File: src/logic/regc_pkg.sv
/*
  Constants, types and helpers for the first step-down rail enable gate.
  Assumes a 10 MHz system clock and three configuration bytes mirrored
  from one-time-programmable memory at power-up.
*/
// Functional notes
// - Mask bit zero includes that rail's power-good; one excludes it.
// - Mask bits 7,6,5 gate linear_reg_3, linear_reg_2, load_switch_a.
// - Mask bits 4..0 gate step_down_rail_6 down to step_down_rail_2.
// - Pin-select bits 1,0 mask shared b2/linear_reg_1 and load_switch_b1.
// - Source codes 000-100 and 110 pick inputs 1,2,5,4,3,6.
// - Source code 111 inserts constant one; no pin needed.
// - Pin-select bit 5 picks 10 mV (0) or 25 mV (1) steps.
// - Bits 5:3 code the falling delay: 0,2,4,8,16,24,32,64 ms.
// - Bits 2:0 code the rising delay with the same table.
// - Delays may be off by ten percent; coarse time base is fine.
// - Registers load from OTP contents at reset.
// - Registers answer at I2C address 0x38 only in programming mode.
package regc_pkg;

    // Register offsets
    localparam logic [7:0] OFF_POWER_GOOD_FLAG_MASK = 8'h07;
    localparam logic [7:0] OFF_PIN_STEP = 8'h08;
    localparam logic [7:0] OFF_EDGE_DELAYS = 8'h09;
    localparam logic [7:0] REG_RESET = 8'h00;

    // Field positions
    localparam int STEP_BIT = 5;
    localparam int SEL_HI = 4;
    localparam int SEL_LO = 2;
    localparam int OFF_DLY_HI = 5;
    localparam int OFF_DLY_LO = 3;
    localparam int ON_DLY_HI = 2;
    localparam int ON_DLY_LO = 0;

    // Serial port
    localparam logic [6:0] I2C_ADDR = 7'h38;
    localparam logic [3:0] BYTE_BITS = 4'h8;

    // Timing
    localparam int CLK_PERIOD_NS = 100;
    localparam int TICK_PERIOD_US = 1000;
    localparam int TICK_CYCLES = TICK_PERIOD_US * 1000 / CLK_PERIOD_NS;

    // Power-good flags in mask bit order
    typedef struct packed {
        logic linear_reg_3;
        logic linear_reg_2;
        logic load_switch_a;
        logic step_down_rail_6;
        logic step_down_rail_5;
        logic step_down_rail_4;
        logic step_down_rail_3;
        logic step_down_rail_2;
        logic shared_b2_linear_1;
        logic load_switch_b1;
    } regc_power_good_flag_t;

    // Configuration image
    typedef struct packed {
        logic [7:0] power_good_flag_mask;
        logic [7:0] pin_step;
        logic [7:0] edge_delays;
    } regc_cfg_t;

    typedef enum logic [3:0] {
        ST_IDLE = 4'h0,
        ST_ADDR = 4'h1,
        ST_ACK_AW = 4'h2,
        ST_ACK_AR = 4'h3,
        ST_PTR = 4'h4,
        ST_ACK_PTR = 4'h5,
        ST_WDATA = 4'h6,
        ST_ACK_DATA = 4'h7,
        ST_RDATA = 4'h8,
        ST_RACK = 4'h9,
        ST_RNEXT = 4'ha
    } regc_i2c_state_t;

    typedef enum logic [1:0] {
        RS_OFF = 2'h0,
        RS_WAIT_ON = 2'h1,
        RS_ON = 2'h2,
        RS_WAIT_OFF = 2'h3
    } regc_rail_state_t;

    // Delay code to milliseconds
    function automatic logic [6:0] delay_ms(input logic [2:0] code);
        case (code)
            3'h0: delay_ms = 7'h00;
            3'h1: delay_ms = 7'h02;
            3'h2: delay_ms = 7'h04;
            3'h3: delay_ms = 7'h08;
            3'h4: delay_ms = 7'h10;
            3'h5: delay_ms = 7'h18;
            3'h6: delay_ms = 7'h20;
            default: delay_ms = 7'h40;
        endcase
    endfunction

endpackage

File: src/logic/regc_edge_delay.sv
/*
  Rail on/off sequencer with coded rising and falling delays.
  Assumes the enable condition is synchronous to the system clock.
*/
module regc_edge_delay #(
    parameter int TICK_CYCLES = regc_pkg::TICK_CYCLES
) (
    // Clock and reset
    input wire logic clk_i,
    input wire logic arst_n_i,
    // Condition and delay codes
    input wire logic cond_i,
    input wire logic [2:0] on_code_i,
    input wire logic [2:0] off_code_i,
    // Rail enable
    output logic rail_en_o
);
    localparam int TW = $clog2(TICK_CYCLES + 1);
    localparam logic [TW-1:0] TICK_LAST = TW'(TICK_CYCLES - 1);

    regc_pkg::regc_rail_state_t state;
    logic [TW-1:0] tick_cnt;
    logic [6:0] ms_cnt;
    logic [6:0] on_ms;
    logic [6:0] off_ms;
    logic [6:0] target_ms;
    logic done;

    // Decoded delays and expiry
    assign on_ms = regc_pkg::delay_ms(on_code_i);
    assign off_ms = regc_pkg::delay_ms(off_code_i);
    assign target_ms = (state == regc_pkg::RS_WAIT_ON) ? on_ms : off_ms;
    // Reached or passed, so a code lowered during a wait cannot run the count past it
    assign done = (ms_cnt >= target_ms);
    assign rail_en_o = (state == regc_pkg::RS_ON) || (state == regc_pkg::RS_WAIT_OFF);

    // Sequencer and millisecond tick counter
    always_ff @(posedge clk_i or negedge arst_n_i)
    begin
        if (!arst_n_i)
        begin
            state <= regc_pkg::RS_OFF;
            tick_cnt <= '0;
            ms_cnt <= 7'h00;
        end
        else
        begin
            unique case (state)
                regc_pkg::RS_OFF:
                begin
                    tick_cnt <= '0;
                    ms_cnt <= 7'h00;
                    if (cond_i)
                        state <= (on_ms == 7'h00) ? regc_pkg::RS_ON : regc_pkg::RS_WAIT_ON;
                end
                regc_pkg::RS_ON:
                begin
                    tick_cnt <= '0;
                    ms_cnt <= 7'h00;
                    if (!cond_i)
                        state <= (off_ms == 7'h00) ? regc_pkg::RS_OFF : regc_pkg::RS_WAIT_OFF;
                end
                regc_pkg::RS_WAIT_ON, regc_pkg::RS_WAIT_OFF:
                begin
                    if (cond_i != (state == regc_pkg::RS_WAIT_ON))
                        state <= (state == regc_pkg::RS_WAIT_ON) ? regc_pkg::RS_OFF : regc_pkg::RS_ON;
                    else if (done)
                        state <= (state == regc_pkg::RS_WAIT_ON) ? regc_pkg::RS_ON : regc_pkg::RS_OFF;
                    else if (tick_cnt == TICK_LAST)
                    begin
                        tick_cnt <= '0;
                        ms_cnt <= ms_cnt + 7'h01;
                    end
                    else
                        tick_cnt <= tick_cnt + TW'(1);
                end
            endcase
        end
    end
endmodule // regc_edge_delay

File: src/logic/regc_rail_gate.sv
/*
  Enable gate for the first step-down rail: pin source select, power-good
  masking, coded edge delays, step size, and an I2C register slave.
  Assumes SCL/SDA and all pins are synchronous to the 10 MHz clock, SDA is
  open drain with an external pull-up, and OTP image is valid at reset.
*/
module regc_rail_gate #(
    parameter int TICK_CYCLES = regc_pkg::TICK_CYCLES
) (
    // Clock and reset
    input wire logic SYS_CLK_I,
    input wire logic ARST_N_I,
    // I2C pins
    input wire logic SCL_I,
    input wire logic SDA_I,
    output logic SDA_O,
    output logic SDA_OE_O,
    // Mode and OTP image
    input wire logic PROG_MODE_I,
    input wire regc_pkg::regc_cfg_t OTP_IMAGE_I,
    // Enable inputs, bit k is enable_input_(k+1)
    input wire logic [5:0] ENABLE_INPUTS_I,
    input wire regc_pkg::regc_power_good_flag_t POWER_GOOD_FLAG_I,
    // Rail controls
    output logic RAIL_EN_O,
    output logic STEP_25MV_O
);
    regc_pkg::regc_cfg_t cfg;
    regc_pkg::regc_i2c_state_t state;
    logic otp_pending;
    logic scl_q;
    logic sda_q;
    logic scl_rise;
    logic scl_fall;
    logic start_seen;
    logic stop_seen;
    logic [3:0] bit_cnt;
    logic [7:0] shift;
    logic [7:0] tx;
    logic [7:0] ptr;
    logic [7:0] rd_byte;
    logic sda_pull;
    logic wr_en;
    logic [7:0] wr_addr;
    logic [7:0] wr_data;
    logic [2:0] src_sel;
    logic en_req;
    logic pg_ok;
    logic step_q;

    // Register read mux, unmapped offsets read zero
    function automatic logic [7:0] read_reg(input logic [7:0] addr,
                                            input regc_pkg::regc_cfg_t c);
        case (addr)
            regc_pkg::OFF_POWER_GOOD_FLAG_MASK: read_reg = c.power_good_flag_mask;
            regc_pkg::OFF_PIN_STEP: read_reg = c.pin_step;
            regc_pkg::OFF_EDGE_DELAYS: read_reg = c.edge_delays;
            default: read_reg = 8'h00;
        endcase
    endfunction

    // Enable source multiplexer
    function automatic logic pick_source(input logic [2:0] sel,
                                         input logic [5:0] pins);
        unique case (sel)
            3'h0: pick_source = pins[0];
            3'h1: pick_source = pins[1];
            3'h2: pick_source = pins[4];
            3'h3: pick_source = pins[3];
            3'h4: pick_source = pins[2];
            3'h5: pick_source = pins[2] & pins[3];
            3'h6: pick_source = pins[5];
            3'h7: pick_source = 1'b1;
        endcase
    endfunction

    // Enable condition
    assign src_sel = cfg.pin_step[regc_pkg::SEL_HI:regc_pkg::SEL_LO];
    assign en_req = pick_source(src_sel, ENABLE_INPUTS_I);
    assign pg_ok = &(POWER_GOOD_FLAG_I | {cfg.power_good_flag_mask, cfg.pin_step[1:0]});
    assign rd_byte = read_reg(ptr, cfg);

    // Open-drain data line
    assign SDA_O = 1'b0;
    assign SDA_OE_O = sda_pull;

    // Bus line history
    always_ff @(posedge SYS_CLK_I or negedge ARST_N_I)
    begin
        if (!ARST_N_I)
        begin
            scl_q <= 1'b1;
            sda_q <= 1'b1;
        end
        else
        begin
            scl_q <= SCL_I;
            sda_q <= SDA_I;
        end
    end

    // Bus events
    assign scl_rise = SCL_I & ~scl_q;
    assign scl_fall = ~SCL_I & scl_q;
    assign start_seen = SCL_I & scl_q & sda_q & ~SDA_I;
    assign stop_seen = SCL_I & scl_q & ~sda_q & SDA_I;

    // I2C slave engine
    always_ff @(posedge SYS_CLK_I or negedge ARST_N_I)
    begin
        if (!ARST_N_I)
        begin
            state <= regc_pkg::ST_IDLE;
            bit_cnt <= 4'h0;
            shift <= 8'h00;
            tx <= 8'h00;
            ptr <= 8'h00;
            sda_pull <= 1'b0;
            wr_en <= 1'b0;
            wr_addr <= 8'h00;
            wr_data <= 8'h00;
        end
        else
        begin
            wr_en <= 1'b0;
            if (start_seen)
            begin
                state <= regc_pkg::ST_ADDR;
                bit_cnt <= 4'h0;
                sda_pull <= 1'b0;
            end
            else if (stop_seen)
            begin
                state <= regc_pkg::ST_IDLE;
                sda_pull <= 1'b0;
            end
            else if (scl_rise)
            begin
                case (state)
                    regc_pkg::ST_ADDR, regc_pkg::ST_PTR, regc_pkg::ST_WDATA:
                    begin
                        shift <= {shift[6:0], SDA_I};
                        bit_cnt <= bit_cnt + 4'h1;
                    end
                    regc_pkg::ST_RDATA:
                        bit_cnt <= bit_cnt + 4'h1;
                    regc_pkg::ST_RACK:
                    begin
                        if (SDA_I)
                            state <= regc_pkg::ST_IDLE;
                        else
                        begin
                            ptr <= ptr + 8'h01;
                            state <= regc_pkg::ST_RNEXT;
                        end
                    end
                    default:
                        bit_cnt <= bit_cnt;
                endcase
            end
            else if (scl_fall)
            begin
                case (state)
                    regc_pkg::ST_ADDR:
                    begin
                        if (bit_cnt == regc_pkg::BYTE_BITS)
                        begin
                            if (shift[7:1] == regc_pkg::I2C_ADDR && PROG_MODE_I)
                            begin
                                sda_pull <= 1'b1;
                                state <= shift[0] ? regc_pkg::ST_ACK_AR : regc_pkg::ST_ACK_AW;
                            end
                            else
                                state <= regc_pkg::ST_IDLE;
                        end
                    end
                    regc_pkg::ST_PTR:
                    begin
                        if (bit_cnt == regc_pkg::BYTE_BITS)
                        begin
                            ptr <= shift;
                            sda_pull <= 1'b1;
                            state <= regc_pkg::ST_ACK_PTR;
                        end
                    end
                    regc_pkg::ST_WDATA:
                    begin
                        if (bit_cnt == regc_pkg::BYTE_BITS)
                        begin
                            wr_en <= 1'b1;
                            wr_addr <= ptr;
                            wr_data <= shift;
                            ptr <= ptr + 8'h01;
                            sda_pull <= 1'b1;
                            state <= regc_pkg::ST_ACK_DATA;
                        end
                    end
                    regc_pkg::ST_ACK_AW:
                    begin
                        sda_pull <= 1'b0;
                        bit_cnt <= 4'h0;
                        state <= regc_pkg::ST_PTR;
                    end
                    regc_pkg::ST_ACK_PTR, regc_pkg::ST_ACK_DATA:
                    begin
                        sda_pull <= 1'b0;
                        bit_cnt <= 4'h0;
                        state <= regc_pkg::ST_WDATA;
                    end
                    regc_pkg::ST_ACK_AR, regc_pkg::ST_RNEXT:
                    begin
                        tx <= rd_byte;
                        sda_pull <= ~rd_byte[7];
                        bit_cnt <= 4'h0;
                        state <= regc_pkg::ST_RDATA;
                    end
                    regc_pkg::ST_RDATA:
                    begin
                        if (bit_cnt == regc_pkg::BYTE_BITS)
                        begin
                            sda_pull <= 1'b0;
                            state <= regc_pkg::ST_RACK;
                        end
                        else
                        begin
                            tx <= {tx[6:0], 1'b0};
                            sda_pull <= ~tx[6];
                        end
                    end
                    default:
                        sda_pull <= 1'b0;
                endcase
            end
        end
    end

    // Configuration registers, OTP image taken just after reset release
    always_ff @(posedge SYS_CLK_I or negedge ARST_N_I)
    begin
        if (!ARST_N_I)
        begin
            cfg <= {regc_pkg::REG_RESET, regc_pkg::REG_RESET, regc_pkg::REG_RESET};
            otp_pending <= 1'b1;
        end
        else if (otp_pending)
        begin
            cfg <= OTP_IMAGE_I;
            otp_pending <= 1'b0;
        end
        else if (wr_en)
        begin
            case (wr_addr)
                regc_pkg::OFF_POWER_GOOD_FLAG_MASK: cfg.power_good_flag_mask <= wr_data;
                regc_pkg::OFF_PIN_STEP: cfg.pin_step <= wr_data;
                regc_pkg::OFF_EDGE_DELAYS: cfg.edge_delays <= wr_data;
                default: cfg <= cfg;
            endcase
        end
    end

    // Step size output
    always_ff @(posedge SYS_CLK_I or negedge ARST_N_I)
    begin
        if (!ARST_N_I)
            step_q <= 1'b0;
        else
            step_q <= cfg.pin_step[regc_pkg::STEP_BIT];
    end
    assign STEP_25MV_O = step_q;

    // Delay sequencer
    regc_edge_delay #(
        .TICK_CYCLES(TICK_CYCLES)
    ) u_delay (
        .clk_i(SYS_CLK_I),
        .arst_n_i(ARST_N_I),
        .cond_i(en_req & pg_ok & ~otp_pending),
        .on_code_i(cfg.edge_delays[regc_pkg::ON_DLY_HI:regc_pkg::ON_DLY_LO]),
        .off_code_i(cfg.edge_delays[regc_pkg::OFF_DLY_HI:regc_pkg::OFF_DLY_LO]),
        .rail_en_o(RAIL_EN_O)
    );
endmodule // regc_rail_gate

File: config.mk
export PLATFORM = sky130hd
export DESIGN_NAME = regc_rail_gate
export DESIGN_NICKNAME = d
export VERILOG_FILES = /design/src/logic/regc_pkg.sv /design/src/logic/regc_edge_delay.sv /design/src/logic/regc_rail_gate.sv
export SDC_FILE = /design/constraint.sdc
export NUM_CORES = 1
export LEC_CHECK = 0
export BUFFER_PORTS_ARGS = -buffer_cell sky130_fd_sc_hd__clkbuf_2
export CORE_MARGIN = 2
export CORE_UTILIZATION = 39
export CTS_CLUSTER_DIAMETER = 200
export DETAILED_ROUTE_END_ITERATION = 8
export PLACE_DENSITY = 0.64
export RECOVER_POWER = 100
export SLEW_MARGIN = 20
export SYNTH_ARGS = -nofsm -noshare
export SYNTH_HDL_FRONTEND = slang
export SYNTH_SLANG_ARGS = --single-unit
File: constraint.sdc
create_clock -name SYS_CLK_I -period 5.8 [get_ports SYS_CLK_I]
set_input_delay 0.58 -clock SYS_CLK_I [delete_from_list [all_inputs] [get_ports SYS_CLK_I]]
set_output_delay 0.58 -clock SYS_CLK_I [all_outputs]
set_load 0.01 [all_outputs]
After elaboration in Yosys (flattened, before gate mapping). Index checks and enable logic that the tools add are counted.

Output and inout bits: 4. Bits of input ports: 45. Flip-flop bits (word level): 100.

Reductions and logical operators: 42. Multiplexer cells: 70. Bitwise gates (word level): 21. Order comparisons: 1. $add $sub $neg: 4. Equal/unequal tests: 64.

Operator list (count): $pmux 7 s7 (2); $mux 8 (9); $mux 4 (16); $mux 24 (2); $mux 14 (3); $mux 7 (5); $eq 8x4->1 const B (4); $eq 3x3->1 const B (10); $pmux 14 s2 (1); $pmux 4 s7 (1); $pmux 7 s2 (2); $pmux 8 s3 (1); $ne 5x5->1 const B (4); $eq 3x2->1 const B (6); $mux 2 (9); $eq 4x3->1 const B (4); $eq 4x4->1 const B (4); $eq 8x3->1 const B (2); $pmux 8 s2 (1); $mux 1 (15); $add 14x1->14 const B (1); $eq 14x14->1 const B (1); $logic_not 7->1 (2); $ne 2x2->1 const B (6); other kinds (43) (91).

Depth between registers and ports, before layout. Gate-level depths: netlist of the first run.

Depth after elaboration: 9. Gate-level depth with buffers: 15. Gate-level depth less buffers: 11.

Modules after synthesis. Synthesis of the first run repeated with hierarchy kept, for this count alone.

Cells, all modules: 625. Area total of the unflattened synthesis: 5949.5 µm².

Modules (own cells, without submodules): regc_rail_gate (area each 4251.6 µm², cells an instance 438, sequential area each 1930.6 µm², instances 1); regc_edge_delay (area each 1697.9 µm², cells an instance 187, sequential area each 575.6 µm², instances 1).

Worst setup path after synthesis of the first run. No wires, ideal clock.

Path type: reg2reg. Start: reg u_delay.state[0]. End: reg u_delay.tick_cnt[7]. Cell stages (with the launch flop): 15. Path buffers: 3. Slack: 2573 ps. Period minus slack after synthesis: 3227 ps. Data arrival time: 3148 ps. Required time: 5721 ps. Cell sequence: dfrtp_1 > clkbuf_1 > inv_1 > nor2_1 > clkbuf_1 > nor3b_1 > a31oi_1 > ha_1 > a211oi_1 > nand2_1 > o221ai_1 > or4b_4 > buf_6 > a311oi_1 > mux2i_1.

Longest elaborated chain between the ends: 5. Elaborated cells between the ends (all ways): 13.

RTL lines: start, declared (RTL line regc_edge_delay.sv:21) `regc_pkg::regc_rail_state_t state;`; start signal, assigned (RTL line regc_edge_delay.sv:42) `state <= regc_pkg::RS_OFF;`; start signal, assigned (RTL line regc_edge_delay.sv:54) `state <= (on_ms == 7'h00) ? regc_pkg::RS_ON : regc_pkg::RS_WAIT_ON;`; start signal, assigned (RTL line regc_edge_delay.sv:61) `state <= (off_ms == 7'h00) ? regc_pkg::RS_OFF : regc_pkg::RS_WAIT_OFF;`; $eq 2x1->1 (RTL line regc_edge_delay.sv:32, regc_edge_delay.sv:48, regc_edge_delay.sv:65); $mux 7 (RTL line regc_edge_delay.sv:32) `assign target_ms = (state == regc_pkg::RS_WAIT_ON) ? on_ms : off_ms;`; $ge 7x7->1 (RTL line regc_edge_delay.sv:34) `assign done = (ms_cnt >= target_ms);`; $ne 2x2->1 (no line); $reduce_and 2->1 (no line); end signal, assigned (RTL line regc_edge_delay.sv:75) `tick_cnt <= tick_cnt + TW'(1);`; end, declared (RTL line regc_edge_delay.sv:22) `logic [TW-1:0] tick_cnt;`.

Parallel ways exist; a longest one is shown, timed or not. A chain may end at the register's enable or synchronous reset.

Worst setup path in the final report of the first run.
Start: reg u_delay.state[0]. End: reg u_delay.tick_cnt[10].

Same word-level chain as after synthesis.

==> results of run 1 <==
[where the power goes]
part / internal [mW] / leakage [nW] / switching, mW
clock: 0.340 / 0.145 / 0.283
combinational: 0.190 / 1.26 / 0.259
sequential: 0.775 / 1.31 / 0.148
[registers in the layout (all words and copies together) (netlist names), 2 cells and up]
signal	cells
state	4
u_delay.state	2
ptr	8
shift	8
bit_cnt	4
wr_data	8
cfg	24
tx	7
u_delay.ms_cnt	7
wr_addr	8
u_delay.tick_cnt	14
[placed cells by master (no fill, tap or decap), drive strengths merged, types with 7 or more instances in the layout]
cell type | Yosys | final
dfrtp | 97 | 97
nand2 | 68 | 68
clkbuf | 32 | 61
o21ai | 53 | 53
mux2i | 38 | 38
inv | 33 | 36
a21oi | 35 | 35
mux2 | 27 | 27
nor2 | 26 | 26
o211ai | 20 | 20
nand3 | 17 | 17
ha | 16 | 16
a31oi | 15 | 15
or4 | 15 | 15
nor3 | 9 | 9
nand2b | 9 | 9
o22ai | 9 | 9
o31ai | 9 | 9
a222oi | 7 | 7
and2 | 7 | 7
[cell usage after synthesis, types with 5 or more instances]
library cell,number,area share (%)
dfrtp_1,97,41
nand2_1,68,4.3
o21ai_0,52,4.4
mux2i_1,38,6.5
a21oi_1,35,3.0
inv_1,33,2.1
clkbuf_1,32,2.0
mux2_2,27,5.2
nor2_1,26,1.7
o211ai_1,20,2.5
nand3_1,17,1.4
ha_1,16,3.4
a31oi_1,15,1.6
or4_1,15,1.9
nand2b_1,9,0.95
nor3_1,9,0.76
o22ai_1,9,0.95
o31ai_1,9,1.1
a222oi_1,7,1.2
and2_1,7,0.74
nand4_1,6,0.64
a2bb2oi_1,5,0.74
nor3b_1,5,0.64
[cell families after synthesis]
group | Yosys count | synth area share, %
buffers and inverters | 73 | 5.009
other | 1 | 0.06361
xor gates and xnor gates | 6 | 0.8915
DFF | 100 | 42.51
adders and majority gates | 16 | 3.396
and+or+nand+nor | 189 | 16.70
AOI/OAI and AO/OA | 182 | 19.82
muxes | 65 | 11.61
[per-layer routing]
layer / vias to the layer above / global-route usage [%]
met5: - / 0
met4: 0 / 5.042
met3: 13 / 4.429
met2: 122 / 32.42
met1: 2479 / 25.79
li1: 2389 / -
[path summary, 6_finish.rpt]
path                                                     to  slack, ns
setup reg to reg           u_delay.tick_cnt[10]$_DFFE_PN0P_       1.03
min in group asynchronous     u_delay.ms_cnt[5]$_DFFE_PN0P_       0.92
hold / removal                              scl_q$_DFF_PN1_       0.36
setup / recovery           u_delay.tick_cnt[10]$_DFFE_PN0P_       1.03
hold reg to reg                       STEP_25MV_O$_DFF_PN0_       0.42
max in group asynchronous              shift[1]$_DFFE_PN0P_       2.44
[metrics by stage]
step | power, mW | std cells | hold WS, ns
floorplan | 1.228 | 633 | 0.2844
global placement | 1.360 | 831 | 0.4121
detailed placement | 1.381 | 831 | 0.4131
CTS | 2.007 | 847 | 0.2332
global route | 2.114 | 847 | 0.3608
finish | 1.995 | 847 | 0.3612
[final cells by class]
type | count | area [µm²]
inverter | 33 | 123.9
sequential | 100 | 2506
tap | 184 | 230.2
clock inverter | 6 | 71.32
multi-input combinational | 460 | 3117
fill | 1393 | 8100
clock buffer | 10 | 229.0
timing repair buffer | 54 | 266.5
[worst max-delay path: cells and delay by family (launching register included)]
kind | cells | cell delay [ns]
simple gates | 4 | 1.36
compound gates | 4 | 1.08
flops | 1 | 0.96
buf+inv | 2 | 0.92
fa+ha+maj | 1 | 0.20
mux | 1 | 0.11
==> flow_summary.json, run 1 <==
{
  "grtUsageTotal_pct": 19.49,
  "grt_max_degree": 61,
  "end_kind": "register",
  "r2r_start": "u_delay.state[0]$_DFFE_PN0P_",
  "cts_root_buf": "clkbuf_16",
  "fin_crit_sh_pct": 82.32,
  "cts_buffer_depth": 2,
  "core_um2": 14640,
  "min_path_cells": 1,
  "setup_slack_ns": 1.025,
  "worstMarginPinSlew_ns": 2.311,
  "start_util_pct": 40.26,
  "route.detailed.drc": 0,
  "fin_setup_tns_ns": 0,
  "hpwl_um": 10950,
  "violations": "max-capacitance violations, max-slew violations",
  "ant_nets": 0,
  "wl_per_cell_um": 17.93,
  "ys_types": 60,
  "p_leak_nw": 2.713,
  "fmax_mhz": 209.4,
  "rsz0062_at_grt": "no",
  "final_util_pct": 44.69,
  "antenna_found_initial": 0,
  "cts_tree": "done",
  "ys_ff_latch": 100,
  "viasPerCell": 5.907,
  "drt-initial-drc-count": 427,
  "crit_chain": "inv_1 > nor2_1 > nand3_1 > o32a_1 > ha_1 > a211oi_1 > nand2_1 > o221ai_1 > nand3b_1 > clkbuf_1 > o211ai_1 > mux2i_1",
  "wl_um": 15190,
  "outcome": "complete, but fails checks",
  "synthToLayoutAreaGrowth_pct": 10.99,
  "final_max_slew_viol_count": 42,
  "die_h_um": 127.0,
  "row_count": 44,
  "insertion_delay_ns": 0.36,
  "hp-start": "SCL_I",
  "dpl_worst_slack_ns": 1.299,
  "die_x_um": 127.0,
  "dr.pass1.iters": 5,
  "critical_path_class": "reg2reg",
  "crit_start": "u_delay.state[0]$_DFFE_PN0P_",
  "wirelength_met1_um": 6922,
  "final_hold_viol_count": 0,
  "cts_made_buffers": 9,
  "cp_max_fo": 33,
  "holdBufCountCts": 0,
  "drive_gt1_share_pct": 14.78,
  "worstPathRequired_ns": 6.03,
  "final-setup-viol-count": 0,
  "r2r_cells": 12,
  "ys_warn_count": 0,
  "holdCritPathClass": "in2reg",
  "pin_count": 49,
  "grt_pass1_wl_um": 24960,
  "dieArea_um2": 16120,
  "postLayoutCellArea_um2": 6544,
  "drv_cap": 2,
  "grt-ovfl-total": 0,
  "cp_slowest_cell": "dfrtp_1",
  "clk_pin_slew_worst_paths_ns": 0.07,
  "synth_edf_count": 0,
  "syn_avg_cell_area_um2": 9.329,
  "slew_headroom_pct": -54.05,
  "post_cts_resized": 0,
  "ys.flop_type": "dfrtp_1",
  "period_needed_ns": 4.775,
  "cp_slowest_stage_delay_ns": 0.96,
  "finClkSkew_ns": 0.006071,
  "highest_layer": "met4",
  "htreeDepth": 3,
  "cts_setup_buffers": 0,
  "first_global_vias": 4892,
  "num_vias": 5003,
  "place_area_um2": 6256,
  "synth_area_um2": 5896,
  "synth-seq-area-share_pct": 42.51,
  "n_antenna_cell": 0,
  "synth_cells": 632,
  "power_density_nw_per_um2": 304.9,
  "crit_arrival_ns": 5.01,
  "cts_sinks": 100,
  "dr_wl_met2_um": 7418,
  "wl_met3_um": 661,
  "ir_drop_mv": 0.2255,
  "start_kind": "register",
  "gp_congestion": 0.9180,
  "layout.nets": 719,
  "postSynth.asyncResetShare_pct": 100.0,
  "port_buffers": 47
}
(Power assumes the default switching activity.)
==> run 2, diff against run 1 <==
- clock period: 5.8 -> 4.8 ns (I/O delays scaled with it)
==> flow_summary.json, run 2 (synthesized netlist as in run 1, its figures left out) <==
{
  "grt-ovfl-total": 0,
  "crit_chain": "inv_1 > nor2_1 > clkbuf_1 > nand3_1 > o32a_1 > ha_1 > a211oi_1 > nand2_1 > o221ai_1 > nand3b_1 > clkbuf_1 > o211ai_1 > mux2i_1",
  "ant_nets": 0,
  "grt_max_degree": 54,
  "dr_wl_met2_um": 7355,
  "grt_pass1_wl_um": 24720,
  "grtUsageTotal_pct": 18.99,
  "fin_setup_tns_ns": 0,
  "regMostFlops": "cfg",
  "start_util_pct": 40.26,
  "core_um2": 14640,
  "num_vias": 5009,
  "ir_drop_mv": 0.1929,
  "layout_common_cells": "97 x dfrtp_1, 68 x nand2_1, 53 x o21ai_0",
  "pin_count": 49,
  "drive_gt1_share_pct": 14.76,
  "cp_slowest_cell": "clkbuf_1",
  "n_antenna_cell": 0,
  "clk_pin_slew_worst_paths_ns": 0.08,
  "largest_reg_flops": 24,
  "power_density_nw_per_um2": 363.8,
  "layout_commonest_cell": "dfrtp_1",
  "first_global_vias": 4845,
  "crit_arrival_ns": 4.08,
  "cp_max_fo": 21,
  "viasPerCell": 5.907,
  "fin_crit_sh_pct": 80.64,
  "dieArea_um2": 16120,
  "cts_sinks": 100,
  "route.detailed.drc": 0,
  "drv_cap": 1,
  "drt-initial-drc-count": 416,
  "port_buffers": 47,
  "fmax_mhz": 258.3,
  "wl_per_cell_um": 17.63,
  "die_x_um": 127.0,
  "htreeDepth": 3,
  "cts_root_buf": "clkbuf_16",
  "gp_congestion": 0.9099,
  "finClkSkew_ns": 0.009586,
  "violations": "max-capacitance violations, max-slew violations",
  "highest_layer": "met4",
  "post_cts_resized": 0,
  "synthToLayoutAreaGrowth_pct": 10.89,
  "wl_um": 14950,
  "cp_slowest_stage_delay_ns": 0.51,
  "cts_setup_buffers": 0,
  "largestRegisters": "cfg: 24 flops, u_delay.tick_cnt: 14 flops",
  "final-setup-viol-count": 0,
  "dr.pass1.iters": 7,
  "holdBufCountCts": 0,
  "p_leak_nw": 2.716,
  "crit_path_frequent_cell": "clkbuf_1",
  "start_kind": "register",
  "power.total_mw": 2.378,
  "rsz0062_at_grt": "no",
  "final_max_slew_viol_count": 49,
  "final_hold_viol_count": 0,
  "cts_made_buffers": 9,
  "period_needed_ns": 3.871,
  "layout.nets": 720,
  "end_kind": "register",
  "insertion_delay_ns": 0.34,
  "slew_headroom_pct": -78.41,
  "wl_met3_um": 583,
  "critical_path_class": "reg2reg",
  "worstPathRequired_ns": 5.01,
  "antenna_found_initial": 0,
  "row_count": 44,
  "holdCritPathClass": "in2reg",
  "cts_tree": "done",
  "cts_buffer_depth": 2,
  "worstMarginPinSlew_ns": 2.676,
  "hpwl_um": 10720,
  "die_h_um": 127.0,
  "wirelength_met1_um": 6871,
  "outcome": "complete, but fails checks"
}
## run 2: where the power goes
group | switching [mW] | internal (mW)
clock | 0.342 | 0.377
combinational | 0.327 | 0.230
sequential | 0.166 | 0.936
total | 0.835 | 1.54
## run 2: routing by layer
metal  vias up  global-route usage, %
met3        10                  3.037
met2       130                  31.75
met5         -                      0
li1       2390                      -
met1      2479                  26.11
met4         0                  4.137
## run 2: final cells by class
type / count / area, µm²
clock buffers: 10 / 239.0
clock inverters: 6 / 51.30
fillers: 1425 / 8107
inverters: 33 / 123.9
multi-input cells: 460 / 3117
flip-flops and latches: 100 / 2506
well taps: 184 / 230.2
repair buffers: 55 / 270.3
## run 2: path summary, 6_finish.rpt
kind	slack (ns)	end	startpoint	cells after the start
max	0.93	u_delay.tick_cnt[9]$_DFFE_PN0P_	u_delay.state[0]$_DFFE_PN0P_	13
min	0.27	scl_q$_DFF_PN1_	SCL_I	1
max reg2reg	0.93	u_delay.tick_cnt[9]$_DFFE_PN0P_	u_delay.state[0]$_DFFE_PN0P_	13
min reg2reg	0.42	STEP_25MV_O$_DFF_PN0_	cfg[13]$_DFFE_PN0P_	0
max in group asynchronous	1.42	wr_en$_DFF_PN0_	ARST_N_I	2
min in group asynchronous	0.99	cfg[5]$_DFFE_PN0P_	ARST_N_I	1
## run 2: per-stage QoR
stage / util (%) / hold slack (ns) / cell area [µm²] / worst slack (ns) / instances
after floorplan: - / 0.1844 / 5899 / 1.573 / 633
after global placement: 42.77 / 0.4051 / 6264 / 1.486 / 832
after detailed placement: 42.77 / 0.4083 / 6264 / 1.377 / 832
after CTS: 44.75 / 0.1858 / 6554 / 1.354 / 848
after global routing: 44.64 / 0.2665 / 6538 / 0.6306 / 848
final: 44.64 / 0.2683 / 6538 / 0.9292 / 848
## run 2: worst max-delay path: cells and delay by family, from the launching register on
family,cells,cell delay [ns]
AOI/OAI and AO/OA,4,1.09
adders and majority gates,1,0.20
buffers and inverters,3,1.11
DFF,1,0.34
muxes,1,0.14
and+or+nand+nor,4,0.85
